===== src/soft_reset_map.vh =====
`ifndef SOFT_RESET_MAP_VH
`define SOFT_RESET_MAP_VH

// Register offsets from the system control base.
`define PERIPH_RST_CTRL_1_OFFSET 12'h044
`define PERIPH_RST_CTRL_2_OFFSET 12'h048
`define ADDR_WIDTH 12

// Reset values.
`define PERIPH_RST_CTRL_1_RESET 32'h00000000
`define PERIPH_RST_CTRL_2_RESET 32'h00000000

// Implemented bits of the first reset register.
`define RST1_COMPARATOR_1 25
`define RST1_COMPARATOR_0 24
`define RST1_TIMER_HI 19
`define RST1_TIMER_LO 16
`define RST1_I2C_UNIT_0 12
`define RST1_SYNC_SERIAL_0 4
`define RST1_UART_UNIT_1 1
`define RST1_UART_UNIT_0 0
`define RST1_WRITABLE_MASK 32'h030f1013

// Implemented bits of the second reset register.
`define RST2_ETH_PHY_0 30
`define RST2_ETH_MAC_0 28
`define RST2_PORT_HI 6
`define RST2_PORT_LO 0
`define RST2_WRITABLE_MASK 32'h5000007f

`endif


===== src/masked_reset_reg.v =====
`timescale 1ns/1ps
// One reset control register: writable bits gated by a fixed field mask and a capability mask.
module masked_reset_reg #(
	parameter [31:0] FIELD_MASK = 32'hffffffff,
	parameter [31:0] RESET_VALUE = 32'h00000000
) (
	// Clock and reset
	input wire clk_sys,
	input wire resetn,
	// Write side
	input wire wr_en,
	input wire [31:0] wr_data,
	input wire [31:0] capability,
	// State
	output reg [31:0] value_reg
);
	wire [31:0] allowed;
	wire [31:0] value_next;

	assign allowed = FIELD_MASK & capability;
	assign value_next = wr_en ? (wr_data & allowed) : (value_reg & allowed);

	always @(posedge clk_sys) begin
		if (!resetn) begin
			value_reg <= RESET_VALUE;
		end else begin
			value_reg <= value_next;
		end
	end
endmodule // masked_reset_reg


===== src/reset_line_driver.v =====
`timescale 1ns/1ps
// Registers each control bit onto a peripheral reset line so outputs come from flip-flops.
module reset_line_driver #(
	parameter WIDTH = 32
) (
	// Clock and reset
	input wire clk_sys,
	input wire resetn,
	// Control bits and lines
	input wire [WIDTH-1:0] ctrl,
	output reg [WIDTH-1:0] line_reg
);
	genvar i;
	generate
		for (i = 0; i < WIDTH; i = i + 1) begin : g_line
			always @(posedge clk_sys) begin
				if (!resetn) begin
					line_reg[i] <= 1'b0;
				end else begin
					line_reg[i] <= ctrl[i];
				end
			end
		end
	endgenerate
endmodule // reset_line_driver


===== src/peripheral_soft_reset_ctrl.v =====
`timescale 1ns/1ps
`include "soft_reset_map.vh"
// Notes on behaviour
// [RL1] First reset register at 0x044, read/write, resets to zero.
// [RL2] Writes to first register are masked by capability register 2.
// [RL3] Second reset register at 0x048, read/write, resets to zero.
// [RL4] Writes to second register are masked by capability register 4.
// [RL5] First register bits 25 and 24 reset comparators 1 and 0.
// [RL6] First register bits 19 to 16 reset timers 3 to 0.
// [RL7] First register bit 12 resets I2C unit 0.
// [RL8] First register bit 4 resets synchronous serial unit 0.
// [RL9] First register bits 1 and 0 reset UART units 1 and 0.
// [RL10] Second register bit 30 resets Ethernet PHY unit 0.
// [RL11] Second register bit 28 resets Ethernet MAC unit 0.
// [RL12] Second register bits 6 to 0 reset GPIO ports G to A.
// [RL13] Software should preserve reserved bits and not rely on them.
// [RL14] A set bit holds its peripheral in reset; clearing releases it.
// [RL15] Bits of absent peripherals ignore writes and read as zero.
module peripheral_soft_reset_ctrl (
	// Clock and reset
	input wire clk_sys,
	input wire resetn,
	// Register port
	input wire [11:0] reg_addr,
	input wire [31:0] reg_wdata,
	input wire reg_wr,
	input wire reg_rd,
	output reg [31:0] reg_rdata,
	// Capability masks
	input wire [31:0] capability_reg_2,
	input wire [31:0] capability_reg_4,
	// Peripheral resets, active high
	output wire comparator_1_reset,
	output wire comparator_0_reset,
	output wire timer_3_reset,
	output wire timer_2_reset,
	output wire timer_1_reset,
	output wire timer_0_reset,
	output wire i2c_unit_0_reset,
	output wire sync_serial_0_reset,
	output wire uart_unit_1_reset,
	output wire uart_unit_0_reset,
	output wire eth_phy_0_reset,
	output wire eth_mac_0_reset,
	output wire port_g_reset,
	output wire port_f_reset,
	output wire port_e_reset,
	output wire port_d_reset,
	output wire port_c_reset,
	output wire port_b_reset,
	output wire port_a_reset
);
	wire sel_1;
	wire sel_2;
	wire [31:0] peripheral_reset_ctrl_1;
	wire [31:0] peripheral_reset_ctrl_2;
	wire [31:0] lines_1;
	wire [31:0] lines_2;
	reg [31:0] rdata_next;

	assign sel_1 = (reg_addr == `PERIPH_RST_CTRL_1_OFFSET); // [RL1]
	assign sel_2 = (reg_addr == `PERIPH_RST_CTRL_2_OFFSET); // [RL3]

	// A bit whose capability drops later is cleared at the next edge too, and its reset line releases the missing unit one edge after that.
	masked_reset_reg #(
		.FIELD_MASK(`RST1_WRITABLE_MASK),
		.RESET_VALUE(`PERIPH_RST_CTRL_1_RESET)
	) u_ctrl_1 (
		.clk_sys(clk_sys),
		.resetn(resetn),
		.wr_en(reg_wr & sel_1),
		.wr_data(reg_wdata),
		.capability(capability_reg_2), // [RL2] [RL15]
		.value_reg(peripheral_reset_ctrl_1)
	);

	masked_reset_reg #(
		.FIELD_MASK(`RST2_WRITABLE_MASK),
		.RESET_VALUE(`PERIPH_RST_CTRL_2_RESET)
	) u_ctrl_2 (
		.clk_sys(clk_sys),
		.resetn(resetn),
		.wr_en(reg_wr & sel_2),
		.wr_data(reg_wdata),
		.capability(capability_reg_4), // [RL4] [RL15]
		.value_reg(peripheral_reset_ctrl_2)
	);

	reset_line_driver #(.WIDTH(32)) u_lines_1 (
		.clk_sys(clk_sys),
		.resetn(resetn),
		.ctrl(peripheral_reset_ctrl_1), // [RL14]
		.line_reg(lines_1)
	);

	reset_line_driver #(.WIDTH(32)) u_lines_2 (
		.clk_sys(clk_sys),
		.resetn(resetn),
		.ctrl(peripheral_reset_ctrl_2), // [RL14]
		.line_reg(lines_2)
	);

	assign comparator_1_reset = lines_1[`RST1_COMPARATOR_1]; // [RL5]
	assign comparator_0_reset = lines_1[`RST1_COMPARATOR_0]; // [RL5]
	assign timer_3_reset = lines_1[`RST1_TIMER_HI]; // [RL6]
	assign timer_2_reset = lines_1[`RST1_TIMER_LO + 2]; // [RL6]
	assign timer_1_reset = lines_1[`RST1_TIMER_LO + 1]; // [RL6]
	assign timer_0_reset = lines_1[`RST1_TIMER_LO]; // [RL6]
	assign i2c_unit_0_reset = lines_1[`RST1_I2C_UNIT_0]; // [RL7]
	assign sync_serial_0_reset = lines_1[`RST1_SYNC_SERIAL_0]; // [RL8]
	assign uart_unit_1_reset = lines_1[`RST1_UART_UNIT_1]; // [RL9]
	assign uart_unit_0_reset = lines_1[`RST1_UART_UNIT_0]; // [RL9]
	assign eth_phy_0_reset = lines_2[`RST2_ETH_PHY_0]; // [RL10]
	assign eth_mac_0_reset = lines_2[`RST2_ETH_MAC_0]; // [RL11]
	assign port_g_reset = lines_2[`RST2_PORT_HI]; // [RL12]
	assign port_f_reset = lines_2[`RST2_PORT_LO + 5]; // [RL12]
	assign port_e_reset = lines_2[`RST2_PORT_LO + 4]; // [RL12]
	assign port_d_reset = lines_2[`RST2_PORT_LO + 3]; // [RL12]
	assign port_c_reset = lines_2[`RST2_PORT_LO + 2]; // [RL12]
	assign port_b_reset = lines_2[`RST2_PORT_LO + 1]; // [RL12]
	assign port_a_reset = lines_2[`RST2_PORT_LO]; // [RL12]

	// Reserved bits and unmapped addresses read as zero.
	always @* begin
		rdata_next = 32'h00000000;
		if (reg_rd && sel_1) begin
			rdata_next = peripheral_reset_ctrl_1; // [RL1] [RL13]
		end else if (reg_rd && sel_2) begin
			rdata_next = peripheral_reset_ctrl_2; // [RL3] [RL13]
		end
	end

	always @(posedge clk_sys) begin
		if (!resetn) begin
			reg_rdata <= 32'h00000000;
		end else begin
			reg_rdata <= rdata_next;
		end
	end
endmodule // peripheral_soft_reset_ctrl


===== config.mk =====
export PLATFORM = sky130hd
export DESIGN_NAME = peripheral_soft_reset_ctrl
export DESIGN_NICKNAME = d
export VERILOG_FILES = /design/src/masked_reset_reg.v /design/src/reset_line_driver.v /design/src/peripheral_soft_reset_ctrl.v
export VERILOG_INCLUDE_DIRS = /design/src
export SDC_FILE = /design/constraint.sdc
export NUM_CORES = 1
export LEC_CHECK = 0
export BUFFER_PORTS_ARGS = -buffer_cell sky130_fd_sc_hd__buf_2
export CAP_MARGIN = 20
export CORE_UTILIZATION = 39
export CTS_CLUSTER_SIZE = 30
export DETAILED_ROUTE_END_ITERATION = 16
export PLACE_DENSITY_LB_ADDON = 0.2
export SYNTH_ARGS = -nofsm -noshare
export SYNTH_HDL_FRONTEND = slang
export SYNTH_SLANG_ARGS = --single-unit

===== constraint.sdc =====
create_clock -name clk_sys -period 2 [get_ports clk_sys]
set_input_delay 0.4 -clock clk_sys [delete_from_list [all_inputs] [get_ports clk_sys]]
set_output_delay 0.4 -clock clk_sys [all_outputs]
set_load 0.1 [all_outputs]

==> impl_results.md <==
- Run status: complete, no violations
- Max reg flops: 16
- Die width: 74.56 microns
- Grt ovf: 0
- First-pass GRT wire length: 6.244 mm
- Unrepaired setup endpoints after global routing: false
- Worst setup SP type: input pin
- Commonest cells post-synth: dfxtp_1, nand3_1, and2_1, mux2i_1, buf_4
- Worst VDD drop: 0.3183 mV
- FILL cells: 516
- Hold path startpoint: reg_wdata[18]
- Compound-Gate Fraction of Synth Area: 0.007313
- Reg area: 0.001081 sq mm
- Footprint of the multi-input gates: 810.8 sq um
- Synth top area share: 0.5265
- Initial Util: 0.4046
- CP endpoint: u_ctrl_2.value_reg[5]$_SDFF_PN0_
- Boundary Pins: 163
- Fraction of registers with async set/reset: 0
- Reg-to-Reg Start: u_ctrl_2.value_reg[1]$_SDFF_PN0_
- Final setup margin: 0.4120 ns
- Vias: 1580
- Synth area leader: dfxtp_1
- Sequential share of the synthesized area: 0.5265
- Largest fanout on the critical path: 7
- Final #Nets: 403
- Critical setup path kind: in -> reg
- Worst setup path start: reg_addr[10]
- Synth warn: 0
- Total Power: 1.865 mW
- # rows: 26
- Total GRT Usage: 0.1497
- Post-Place Worst Slack: 0.06681 ns
- Initial antenna violation count: 0
- Combinational Power Share: 0.121
- Die Span Y: 74.56 microns
- Die footprint: 0.005559 sq mm
- Core area: 0.005075 sq mm
- Cells after synthesis: 206
- Detailed Route Iter0 Violations: 46
- Main flop type after synthesis: dfxtp_1
- Final Hold Fails: 0
- Worst hold-check path type: in -> reg
- Root Driver: clkbuf_8
- Routed length per instance: 10.85 microns
- Final setup TNS: 0 ns
- # resized after CTS: 0
- DP Area: 0.002504 sq mm
- Vias/cell: 4.377
- Synth Area in XOR/XNOR: 0
- Worst-case clock buffer depth: 2
- Final core occ: 0.5091
- Hold slack: 0.3505 ns
- Postcts setup bufs: 0
- Pleak: 1.105 nW
- Most frequent cell after synthesis: dfxtp_1
- Netlist cell types: 22
- Clock sink total: 54
- Synth Register Bits: 54
- DRT Pass-1 Iters: 4
- Post-Layout Inst Area: 0.002584 sq mm
- Post-synthesis simple-gate area fraction: 0.2596
- Largest net degree at the start of global routing: 58
- Synth top area cells: dfxtp_1, nand3_1, mux2i_1, buf_4, and2_1
- Layout Cells excl Fill: 361
- Worst path cell trace: buf_2 -> or4_4 -> nor4_2 -> buf_4 -> mux2i_1
- Net Sw Power: 0.5037 mW
- P&R area growth vs syn: 25.84%
- Final ANT Viol Nets: 0
- Clock skew: 0.002416 ns
- Post-synthesis cell area: 0.002053 sq mm
- DRC viols: 0
- Syn Area/Cell: 9.967 sq um
- Highest cell delay on the worst timing path: 0.55 ns
- Share of power burned in registers: 0.576
- PortBufs: 85
- Endpoint type of the worst setup path: flop
- Clock Latency Late Sink: 0.30 ns
- Reg2reg setup slack: 1.34 ns
- Adder-Cell Fraction of Synth Area: 0
- Req. time, crit path: 2.23 ns
- Crit path DAT: 1.81 ns
- Fmax: 629.7 MHz
- Switching share of power: 0.2701
- Worst r2r dst: reg_rdata[1]$_SDFF_PN0_
- Multiplexer share of the synthesized area: 0.09263
- Clock slew at reported path FFs: 0.09 ns
- Total internal power: 1.361 mW
- HPWL after DPL: 2.789 mm
- Clock power frac: 0.303
- Placed Instances: 354
- Min Tclk post-route: 1.588 ns
- Largest family of logic cells by synthesized area: simple AND/OR/NAND/NOR gates
- # diodes: 0
- Final RePlAce weighted congestion: 0.7296
- Drt total wl: 3.917 mm
- CTS tree: yes
- TritonCTS buffer count: 5
- Vias in the first global route: 1389
- Fin. max-slew vios: 0
- CTS H-tree lvls: 2
- Final worst-path cycle share: 0.7940
- Post-synth EDFFs: 0
- Hold-fix buffers, CTS: 0
- Critical Path Slowest Stage Cell: or4_4
- Max-Cap Viols: 0
- Fraction of layout cells with a size suffix above 1: 0.3643
- Reg2reg path depth: 2
- Final setup violation count: 0
- Power Density: 721.7 mW/mm^2
## logic make-up after synthesis
kind of cell           count (synthesis)
muxes                                 19
other                                  1
AOI/OAI and AO/OA                      3
buffers and inverters                 40
DFF                                   54
and+or+nand+nor                       89
## power groups by stage
stage	clock network, mW	registers [mW]	logic, mW
after floorplan	0	1.10	0.187
after global placement	0	1.10	0.225
after detailed placement	0	1.10	0.226
after CTS	0.588	1.07	0.226
after global routing	0.634	1.07	0.240
final	0.565	1.07	0.226
## worst min path at each step
stage | cells after the start | endpoint | slack [ns]
global route | 3 | u_ctrl_1.value_reg[17]$_SDFF_PN0_ | 0.34
finish | 3 | u_ctrl_1.value_reg[18]$_SDFF_PN0_ | 0.35
detailed placement | 2 | reg_rdata[5]$_SDFF_PP0_ | 0.44
global placement | 2 | reg_rdata[3]$_SDFF_PP0_ | 0.44
CTS | 3 | u_ctrl_1.value_reg[16]$_SDFF_PN0_ | 0.34
floorplan | 2 | reg_rdata[28]$_SDFF_PP0_ | 0.42
## layout by cell type (no fill, tap or decap), drive strengths merged
cell and count:
a21oi 3, and2 19, and3b 1, buf 90
clkbuf 6, clkinvlp 1, conb 16, dfxtp 54
inv 13, mux2i 19, nand2 2, nand2b 1
nand3 44, nor2b 2, nor3 13, nor4 2
or3 2, or4 1, or4bb 2
## worst max-delay path: cells and delay by family
kind / cells / cell delay (ns)
simple gates: 2 / 0.87
buf+inv: 2 / 0.35
mux: 1 / 0.20
## layout make-up
| type | instances | share of cell area |
|---|---|---|
| Multi-Input combinational cell | 127 | 0.3138 |
| Clock inverter | 1 | 0.002906 |
| Sequential cell | 54 | 0.4184 |
| Clock buffer | 6 | 0.02809 |
| Inverter | 13 | 0.01889 |
| Timing Repair Buffer | 90 | 0.1840 |
| Tap cell | 70 | 0.03390 |
## routing by layer
layer  track usage  routed length, microns  vias to the layer above
met5             0                       0                        -
met4       0.05660                      68                        0
met2        0.2523                    1805                       60
li1              -                       -                      824
met1        0.1819                    1779                      690
met3       0.04065                     263                        6
(Power assumes the default switching activity.)
